$ cat src/lusc_cfg.svh
/*
 * Sizes, limits and cycle counts for the load-use and buffer stall control.
 * Assumes a 50 MHz core clock; the latency figures are in core clock cycles.
 */
`ifndef LUSC_CFG_SVH
`define LUSC_CFG_SVH

`define LUSC_NUM_REGS 16
`define LUSC_FILL_BUFS 4
`define LUSC_PEND_BUFS 4
`define LUSC_WR_BUFS 8
`define LUSC_HIT_LATENCY 3
`define LUSC_USE_STALL (`LUSC_HIT_LATENCY - 1)
`define LUSC_LINE_AW 27

`endif

$ cat src/lusc_pkg.sv
/*
 * Types shared by the stall control and its fill buffer slots.
 * Assumes lusc_cfg.svh is on the include path.
 */
`include "lusc_cfg.svh"

package lusc_pkg;

	typedef logic [3:0] lusc_reg_t;
	typedef logic [1:0] lusc_slot_t;
	typedef logic [`LUSC_LINE_AW-1:0] lusc_line_t;
	typedef logic [2:0] lusc_pend_t;
	typedef logic [3:0] lusc_wbcnt_t;

	typedef struct packed {
		logic valid;
		lusc_line_t addr;
		lusc_pend_t pendCnt;
	} lusc_fill_st_t;

	typedef struct packed {
		logic [`LUSC_NUM_REGS-1:0][1:0] hitCnt;
		logic [`LUSC_NUM_REGS-1:0] missBusy;
		logic [`LUSC_NUM_REGS-1:0][1:0] missTag;
		lusc_wbcnt_t wbCount;
		logic fillReqValid;
		lusc_line_t fillReqAddr;
		lusc_slot_t fillReqSlot;
		logic wbReqValid;
		logic [1:0] wbReqCount;
		logic hitResultValid;
		lusc_reg_t hitResultReg;
	} lusc_ctl_st_t;

endpackage

$ cat src/lusc_interlock.sv
/*
 * Issue interlock for the data side: load-use scoreboard, fill buffer and
 * pending buffer tracking, write buffer occupancy and the issue stall.
 * Assumes the memory interface runs on sys_clk and reports each finished
 * line fill and each drained write buffer as a one-cycle pulse.
 */
`timescale 1ns/1ps
`default_nettype none

`include "lusc_cfg.svh"

// Notes on behaviour
// - a word load that hits makes its value usable three cycles after it issues.
// - an instruction right after a hitting load that reads its result waits two cycles.
// - a missing load keeps its destination busy until the line fill returns.
// - four fill buffers exist, one taken for each load or preload miss to a line not already being filled.
// - issue stalls when a miss needs a fill buffer and all four are in use.
// - a preload hint takes a fill buffer and counts against the same limit.
// - a preload hint never marks any register as busy.
// - a store stalls once eight write buffers are pending.
// - a load miss that evicts a dirty line takes write buffers for its write-backs.
// - a preload that would fault or walk the tables is dropped without effect.
// - write buffers are eight half-line entries and four pending buffers exist.
// - a later read or write to a line being filled takes a pending buffer, not a fill.
module lusc_interlock
	import lusc_pkg::*;
(
	input wire logic sys_clk,
	input wire logic rst_n,
	input wire logic issueValid,
	input wire logic issueIsLoad,
	input wire logic issueIsPreload,
	input wire logic issueIsStore,
	input wire lusc_reg_t issueDestReg,
	input wire logic srcAUse,
	input wire lusc_reg_t srcAReg,
	input wire logic srcBUse,
	input wire lusc_reg_t srcBReg,
	input wire lusc_line_t issueLineAddr,
	input wire logic cacheHit,
	input wire logic preloadFault,
	input wire logic [1:0] evictDirty,
	input wire logic fillDone,
	input wire lusc_slot_t fillDoneSlot,
	input wire logic wbDrain,
	output logic issueStall,
	output logic [`LUSC_NUM_REGS-1:0] regBusy,
	output logic hitResultValid,
	output lusc_reg_t hitResultReg,
	output logic fillReqValid,
	output lusc_line_t fillReqAddr,
	output lusc_slot_t fillReqSlot,
	output logic wbReqValid,
	output logic [1:0] wbReqCount
);

	lusc_ctl_st_t st_q;
	lusc_ctl_st_t st_d;

	logic [`LUSC_FILL_BUFS-1:0] slotValid;
	logic [`LUSC_FILL_BUFS-1:0] slotMatch;
	logic [`LUSC_FILL_BUFS-1:0] slotAlloc;
	logic [`LUSC_FILL_BUFS-1:0] slotPend;
	logic [`LUSC_FILL_BUFS-1:0] slotDone;
	lusc_pend_t slotPendCnt [`LUSC_FILL_BUFS];

	logic anyMatch;
	lusc_slot_t matchSlot;
	logic freeAvail;
	lusc_slot_t freeSlot;
	logic [2:0] pendTotal;
	logic [2:0] fillsUsed;
	logic hazard;
	logic dropPreload;
	logic loadLike;
	logic needFill;
	logic needPend;
	lusc_wbcnt_t wbNeed;
	logic accepted;

	genvar g;
	generate
		for (g = 0; g < `LUSC_FILL_BUFS; g++)
		begin : gSlot
			lusc_fill_slot uSlot (
				.sys_clk(sys_clk),
				.rst_n(rst_n),
				.alloc(slotAlloc[g]),
				.allocAddr(issueLineAddr),
				.lookupAddr(issueLineAddr),
				.pendAdd(slotPend[g]),
				.done(slotDone[g]),
				.valid(slotValid[g]),
				.match(slotMatch[g]),
				.pendCnt(slotPendCnt[g])
			);
			assign slotDone[g] = fillDone && (fillDoneSlot == 2'(g));
			assign slotAlloc[g] = accepted && needFill && (freeSlot == 2'(g));
			assign slotPend[g] = accepted && needPend && (matchSlot == 2'(g));
		end
	endgenerate

	// lowest free slot wins; a slot freed this cycle is only reused next cycle
	always_comb
	begin
		anyMatch = 1'b0;
		matchSlot = '0;
		freeAvail = 1'b0;
		freeSlot = '0;
		pendTotal = '0;
		fillsUsed = '0;
		for (int i = `LUSC_FILL_BUFS - 1; i >= 0; i--)
		begin
			if (slotMatch[i])
			begin
				anyMatch = 1'b1;
				matchSlot = 2'(i);
			end
			if (!slotValid[i])
			begin
				freeAvail = 1'b1;
				freeSlot = 2'(i);
			end
			pendTotal = pendTotal + slotPendCnt[i];
			fillsUsed = fillsUsed + {2'h0, slotValid[i]};
		end
	end

	always_comb
	begin
		for (int i = 0; i < `LUSC_NUM_REGS; i++)
			regBusy[i] = (st_q.hitCnt[i] != 2'h0) || st_q.missBusy[i];
	end

	always_comb
	begin
		hazard = (srcAUse && regBusy[srcAReg]) || (srcBUse && regBusy[srcBReg])
			|| (issueIsLoad && regBusy[issueDestReg]);
		dropPreload = issueIsPreload && preloadFault;
		loadLike = issueIsLoad || (issueIsPreload && !preloadFault);
		needFill = loadLike && !cacheHit && !anyMatch;
		needPend = anyMatch && ((issueIsLoad && !cacheHit) || issueIsStore);
		wbNeed = {3'h0, issueIsStore} + (needFill ? {2'h0, evictDirty} : 4'h0);
		issueStall = issueValid && (hazard
			|| (needFill && !freeAvail)
			|| (needPend && pendTotal >= 3'(`LUSC_PEND_BUFS))
			// a load pended on a line that finishes this cycle would leave its destination busy
			|| (needPend && slotDone[matchSlot])
			|| ((st_q.wbCount + wbNeed) > 4'(`LUSC_WR_BUFS)));
		accepted = issueValid && !issueStall;
	end

	always_comb
	begin
		st_d = st_q;
		st_d.fillReqValid = 1'b0;
		st_d.wbReqValid = 1'b0;
		st_d.hitResultValid = 1'b0;
		for (int i = 0; i < `LUSC_NUM_REGS; i++)
		begin
			if (st_q.hitCnt[i] != 2'h0)
				st_d.hitCnt[i] = st_q.hitCnt[i] - 2'h1;
			if (st_q.hitCnt[i] == 2'h1)
			begin
				st_d.hitResultValid = 1'b1;
				st_d.hitResultReg = 4'(i);
			end
			if (fillDone && st_q.missTag[i] == fillDoneSlot)
				st_d.missBusy[i] = 1'b0;
		end
		if (accepted && issueIsLoad && !dropPreload)
		begin
			if (cacheHit)
				st_d.hitCnt[issueDestReg] = 2'(`LUSC_USE_STALL);
			else
			begin
				// set after the clear so a same-cycle fill completion cannot lose it
				st_d.missBusy[issueDestReg] = 1'b1;
				st_d.missTag[issueDestReg] = needFill ? freeSlot : matchSlot;
			end
		end
		if (accepted && needFill)
		begin
			st_d.fillReqValid = 1'b1;
			st_d.fillReqAddr = issueLineAddr;
			st_d.fillReqSlot = freeSlot;
		end
		if (accepted && wbNeed != 4'h0)
		begin
			st_d.wbReqValid = 1'b1;
			st_d.wbReqCount = 2'(wbNeed);
		end
		// a drain with nothing pending is ignored so the count cannot wrap
		st_d.wbCount = st_q.wbCount + (accepted ? wbNeed : 4'h0)
			- ((wbDrain && st_q.wbCount != 4'h0) ? 4'h1 : 4'h0);
	end

	always_ff @(posedge sys_clk)
	begin
		if (!rst_n)
			st_q <= '0;
		else
			st_q <= st_d;
	end

	assign hitResultValid = st_q.hitResultValid;
	assign hitResultReg = st_q.hitResultReg;
	assign fillReqValid = st_q.fillReqValid;
	assign fillReqAddr = st_q.fillReqAddr;
	assign fillReqSlot = st_q.fillReqSlot;
	assign wbReqValid = st_q.wbReqValid;
	assign wbReqCount = st_q.wbReqCount;
endmodule

`default_nettype wire

$ cat src/lusc_fill_slot.sv
/*
 * One fill buffer entry: the line being fetched and the pending buffers
 * attached to it. Assumes alloc only reaches a free entry and done only
 * a busy one.
 */
`timescale 1ns/1ps
`default_nettype none

module lusc_fill_slot
	import lusc_pkg::*;
(
	input wire logic sys_clk,
	input wire logic rst_n,
	input wire logic alloc,
	input wire lusc_line_t allocAddr,
	input wire lusc_line_t lookupAddr,
	input wire logic pendAdd,
	input wire logic done,
	output logic valid,
	output logic match,
	output lusc_pend_t pendCnt
);

	lusc_fill_st_t st_q;
	lusc_fill_st_t st_d;

	always_comb
	begin
		st_d = st_q;
		if (done)
		begin
			st_d.valid = 1'b0;
			st_d.pendCnt = '0;
		end
		if (alloc)
		begin
			st_d.valid = 1'b1;
			st_d.addr = allocAddr;
			st_d.pendCnt = '0;
		end
		else if (pendAdd && !done)
			st_d.pendCnt = st_q.pendCnt + 3'h1;
	end

	always_ff @(posedge sys_clk)
	begin
		if (!rst_n)
			st_q <= '0;
		else
			st_q <= st_d;
	end

	assign valid = st_q.valid;
	assign match = st_q.valid && (st_q.addr == lookupAddr);
	assign pendCnt = st_q.pendCnt;

endmodule

`default_nettype wire

$ cat config.mk
export PLATFORM = sky130hd
export DESIGN_NAME = lusc_interlock
export DESIGN_NICKNAME = d
export VERILOG_FILES = /design/src/lusc_pkg.sv /design/src/lusc_interlock.sv /design/src/lusc_fill_slot.sv
export VERILOG_INCLUDE_DIRS = /design/src /design/src/src
export SDC_FILE = /design/constraint.sdc
export NUM_CORES = 1
export LEC_CHECK = 0
export ABC_CLOCK_PERIOD_IN_PS = 13120
export BUFFER_PORTS_ARGS = -buffer_cell sky130_fd_sc_hd__buf_4
export CORE_ASPECT_RATIO = 1.2
export CORE_MARGIN = 2
export CORE_UTILIZATION = 45
export CTS_BUF_LIST = sky130_fd_sc_hd__clkbuf_16
export CTS_CLUSTER_SIZE = 16
export DETAILED_ROUTE_END_ITERATION = 10
export REMOVE_ABC_BUFFERS = 1
export SLEW_MARGIN = 20
export SYNTH_ARGS = -nofsm -noshare
export SYNTH_HDL_FRONTEND = slang
export SYNTH_SLANG_ARGS = --single-unit
$ cat constraint.sdc
create_clock -name sys_clk -period 13.12 [get_ports sys_clk]
set_input_delay 1.312 -clock sys_clk [delete_from_list [all_inputs] [get_ports sys_clk]]
set_output_delay 1.312 -clock sys_clk [all_outputs]
set_load 0.01 [all_outputs]
==> qor.csv, run 1 <==
metric;value;unit
status;finished, final reports clean;
peakVddDrop;0.115;mV
drive_gt1_frac;0.137;
grt_max_degree;131;
rows;68;
nFillCells;2715;
worstPathCellList;buf_4 -> xor2_1 -> nor4_1 -> nand3_1 -> or4_1 -> and4_1 -> and2_1 -> ha_1 -> ha_1 -> inv_1 -> fa_1 -> xor2_1 -> nand3b_1 -> a221oi_2 -> nand3_2 -> o31a_1 -> buf_4;
fp.dieArea;0.0302;mm2
worstPathRequired;11810;ps
drv_cap;0;
setup_viol;0;
synth-edff-count;0;
dpl_cell_area;0.0136;mm2
io_pins;110;
ys.warnings.count;0;
fin_area;0.0144;mm2
grt_pass1_vias;8813;
ys_seq_elements;246;
finalClockSkew;11.2;ps
rsz0062_at_grt;no;
end_kind;primary output;
hp-class;reg2reg;
grt.overflow.total;0;
antenna_cells;0;
cp_top_family;simple AND/OR/NAND/NOR gates;
synth_area_leaders;dfxtp_1 (38%), mux2i_1 (14%), nor2b_1 (8.0%);
wl_per_cell;17.2;um
place_congestion;0.880;
netlist_area;0.0129;mm2
cts_resized;0;
htreeDepth;1;
synthTopCellsByCount;dfxtp_1 (246), mux2i_1 (177), nor2b_1 (165);
timing.hold.ws;465;ps
synth_top_area_frac;0.380;
setup-tns-final;0;ps
worstSkewPairLatency;530;ps
dr.pass1.iters;5;
cts_tree;done;
viasPerCell;5.21;
crit_path_max_incr_delay;680;ps
synthFlopType;dfxtp_1;
die_height;190;um
ys_types;70;
grt_pass1_wl;48600;um
ant_nets;0;
slew_headroom;0.327;
numClockSinks;246;
cts_setup_buffers;0;
synthCells;1352;
numCtsBuffers;27;
cp_slowest_cell;or4_1;
arrival;6010;ps
core_area;0.0285;mm2
async_reset_ff_frac;0;
hold_viol;0;
min_period_over_period;0.558;
cts_root_buf;clkbuf_16;
drt_iter0_markers;430;
die_w;159;um
ys_seq_area_frac;0.380;
path_clk_slew;60;ps
cellPowerDensity;121;mW/mm2
syn_avg_cell_area;9.58;um2
leakage;0.00556;uW
period_needed;7320;ps
vias;9252;
grt.total_usage;0.199;
antenna_found_initial;0;
synth_most_common_cell;dfxtp_1;
dp_hpwl;21400;um
cts_hold_buf;0;
synth.largest_area_cell;dfxtp_1;
fmax;0.137;GHz
worstMarginPinSlew;1010;ps
drc;0;
cp-start-kind;input port;
slew_viol_final;0;
initial_core_util;0.454;
fin_nets;1446;
area_growth;11.5;%
worstPathMaxFanout;9;
wl;30600;um
io_buffers;109;
crit_buf_inv;3;
critical_path_class;in2out;
clockBufferDepth;3;
==> cell families after synthesis <==
logic type | after synthesis | synth area share
mux | 184 | 0.146
flops | 246 | 0.380
fa+ha+maj | 20 | 0.0222
xor+xnor | 153 | 0.103
buf+inv | 165 | 0.0686
compound gates | 121 | 0.0687
simple gates | 463 | 0.210
==> stage by stage <==
step	setup WS, ps	utilization	std cells	power [uW]
5_1_grt	5550	0.506	1775	1820
4_1_cts	5850	0.506	1775	1770
3_5_place_dp	5850	0.477	1727	1040
2_1_floorplan	4910	-	1225	944
6_report	5800	0.506	1775	1740
3_3_place_gp	5910	0.477	1727	1040
==> tightest hold or removal path, cell delays in order, from the launching register on <==
cell	delay (ps)
dfxtp_1	310
nand2_1	50
a21boi_0	60
==> layer usage <==
metal  vias up  share of wire  GRT usage
li1       4636              -          -
met1      4388           0.43      0.241
met2       184           0.51      0.376
met3        44          0.040     0.0246
met4         0          0.020     0.0469
met5         -              0          0
==> power breakdown <==
group | switching, uW | internal [uW] | leakage [uW]
clock | 306 | 413 | 0.000419
combinational | 139 | 107 | 0.00315
sequential | 13.9 | 765 | 0.00199
==> cells in the final DEF, fill, tap and decap left out, types with 5 or more instances in the layout <==
cell / instances
a21o_1: 6
and3b_1: 10
nor4_1: 17
nor3b_1: 7
xnor2_1: 111
or3_1: 5
mux2i_1: 176
dfxtp_1: 246
nand4_1: 28
nor2b_1: 165
inv_1: 43
a21oi_1: 25
and3_1: 6
nand2_1: 81
fa_1: 5
nor2_1: 22
clkbuf_16: 27
a21boi_0: 20
and2_1: 12
buf_4: 116
nand3b_1: 7
xor2_1: 42
nor3_1: 18
ha_1: 15
nand2b_1: 10
o21ai_0: 10
a32oi_1: 17
nand3_1: 44
==> final timing paths <==
kind / from / slack (ps) / cells past startpoint / endpoint
max reg2reg: gSlot[1].uSlot.st_q[28] / 7010 / 22 / st_q[40]
max: issueLineAddr[25] / 5800 / 17 / issueStall
min: hitResultReg[3] / 460 / 2 / hitResultReg[3]
min reg2reg: hitResultReg[3] / 460 / 2 / hitResultReg[3]
==> area by class of cell <==
class,count,area [um2],share of cell area
Timing Repair Buffer,117,882,0.0611
Clock buffer,27,676,0.0468
Tap cell,385,482,0.0334
Multi-Input combinational cell,941,7170,0.497
Sequential cell,246,4920,0.341
Clock inverter,21,161,0.0112
Inverter,38,143,0.00988
Note: power is estimated with default switching activity, not from simulation.
==> inputs of run 2 (changes only) <==
- ABC_CLOCK_PERIOD_IN_PS: 13120 -> 6950
- clock period: 13.12 -> 6.95 ns (I/O delays scaled with it)
==> qor.csv, run 2 (synthesized netlist as in run 1, its figures left out) <==
metric;value;unit;change
ant_nets;0;;unchanged
antenna_found_initial;0;;unchanged
worstPathCellList;buf_4 -> xor2_1 -> nor4_1 -> nand4b_1 -> or4_1 -> and4_1 -> and2_1 -> ha_1 -> ha_1 -> inv_1 -> fa_1 -> xor2_1 -> nand3b_1 -> a221oi_2 -> nand3_2 -> o31a_1 -> buf_4;;
period_needed;6050;ps;
io_pins;110;;unchanged
nFillCells;2677;;-1.4%
r2r_setup_slack;1020;ps;-5990 ps
fp.dieArea;0.0302;mm2;unchanged
cellPowerDensity;225;mW/mm2;+86%
leakage;0.00554;uW;-0.34%
hold_path_end;st_q[85];;
dr.pass1.iters;5;;unchanged
cp-start-kind;input port;;
dp_cells;1727;;unchanged
drt_iter0_markers;576;;+34%
fin_cells;1771;;-0.23%
fmax;0.165;GHz;
grt.overflow.total;0;;unchanged
use_met1;0.242;;+0.000820
numCtsBuffers;27;;unchanged
cp_top_family;simple AND/OR/NAND/NOR gates;;
multi_input_area;0.00717;mm2;unchanged
antenna_cells;0;;unchanged
critical_path_class;in2out;;
hold_viol;0;;unchanged
dp_hpwl;21600;um;+0.50%
place_congestion;0.883;;+0.36%
rsz0062_at_grt;no;;
htreeDepth;1;;unchanged
slew_viol_final;0;;unchanged
numClockSinks;246;;unchanged
crit_buf_inv;3;;unchanged
cp_slowest_cell;or4_1;;
hp-start;st_q[85];;
end_kind;primary output;;
grt_max_degree;150;;+15%
worstSkewPairLatency;540;ps;about the same
clockBufferDepth;3;;unchanged
setup-tns-final;0;ps;unchanged
crit_path_max_incr_delay;660;ps;-20 ps
die_height;190;um;unchanged
register_area;0.00492;mm2;unchanged
cts_root_buf;clkbuf_16;;
area_growth;11.2;%;
hp-class;reg2reg;;
grt.total_usage;0.201;;+0.00211
final_common_cell;dfxtp_1;;
grt_pass1_vias;9062;;+2.8%
reg2reg_from;gSlot[1].uSlot.st_q[11];;
status;finished, final reports clean;;
final_cell_mix;dfxtp_1 (246), mux2i_1 (176), nor2b_1 (165);;
cts_tree;done;;
worstPathRequired;6250;ps;-5560 ps
met2_usage;0.374;;-0.00202
wl;31100;um;+1.6%
use_met3;0.0283;;+0.00371
p_total;3240;uW;+86%
timing.hold.ws;465;ps;-0.00800 ps
worst_r2r_path_depth;23;;+4.5%
path_clk_slew;70;ps;about the same
slew_headroom;0.298;;-0.0295
min_path_cells;2;;unchanged
arrival;5360;ps;-650 ps
worstMarginPinSlew;1050;ps;+44.2 ps
setup_viol;0;;unchanged
viasPerCell;5.28;;+1.3%
rows;68;;unchanged
drc;0;;unchanged
fin_nets;1446;;unchanged
cts_setup_buffers;0;;unchanged
drv_cap;0;;unchanged
initial_core_util;0.454;;unchanged
grt_pass1_wl;49400;um;+1.6%
cts_resized;0;;unchanged
r2r-end;st_q[41];;
peakVddDrop;0.193;mV;+68%
finalClockSkew;20.4;ps;+9.21 ps
grt_busiest_layer;met2;;
wl_per_cell;17.5;um;+1.8%
io_buffers;109;;unchanged
worstPathMaxFanout;9;;unchanged
min_period_over_period;0.871;;
vias;9353;;+1.1%
core_area;0.0285;mm2;unchanged
drive_gt1_frac;0.136;;-0.00105
die_w;159;um;unchanged
cts_hold_buf;0;;unchanged
[run 2: cell types whose count changed in the layout (fill, tap and decap cells not counted)]
cell	before	now
clkinvlp_4	4	3
buf_4	116	115
clkinv_1	4	3
buf_12	0	1
bufinv_16	2	1
inv_1	43	42
clkinv_2	4	5
clkinv_4	1	0
[run 2: worst max path at each step]
stage,cells past startpoint,to,slack (ps),startpoint
finish,17,issueStall,900,issueLineAddr[8]
global route,17,issueStall,690,issueLineAddr[25]
CTS,17,issueStall,960,issueLineAddr[8]
detailed placement,24,st_q[41],530,issueLineAddr[8]
global placement,24,st_q[41],630,issueLineAddr[8]
floorplan,18,fillReqAddr[0],-640,issueLineAddr[8]
[run 2: where the power goes]
part | internal (uW) | total [uW] | leakage (uW) | switching, uW
logic | 202 | 467 | 0.00316 | 266
registers | 1440 | 1470 | 0.00199 | 26.3
clock network | 736 | 1300 | 0.000397 | 567
[run 2: per-layer routing]
layer,share of wire,up-vias
li1,-,4634
met1,0.42,4444
met2,0.50,222
met3,0.046,53
met4,0.028,0
met5,0,-
[run 2: worst min-delay path, cell delays in order (launching register included)]
cell and delay, ps:
dfxtp_1 310, nand2_1 40, a21boi_0 60
[run 2: final cells by class]
class / count / share of cell area
clock buffer: 27 / 0.0469
clock inverter: 17 / 0.00782
inverter: 38 / 0.00991
multi-input combinational: 941 / 0.498
sequential: 246 / 0.342
tap: 385 / 0.0335
timing repair buffer: 117 / 0.0621
[run 2: metrics by stage]
stage | setup slack, ps | cell area, um2 | utilization
floorplan | -644 | 12200 | -
global placement | 626 | 13600 | 0.478
detailed placement | 527 | 13600 | 0.478
CTS | 959 | 14400 | 0.505
global route | 692 | 14400 | 0.505
finish | 897 | 14400 | 0.505
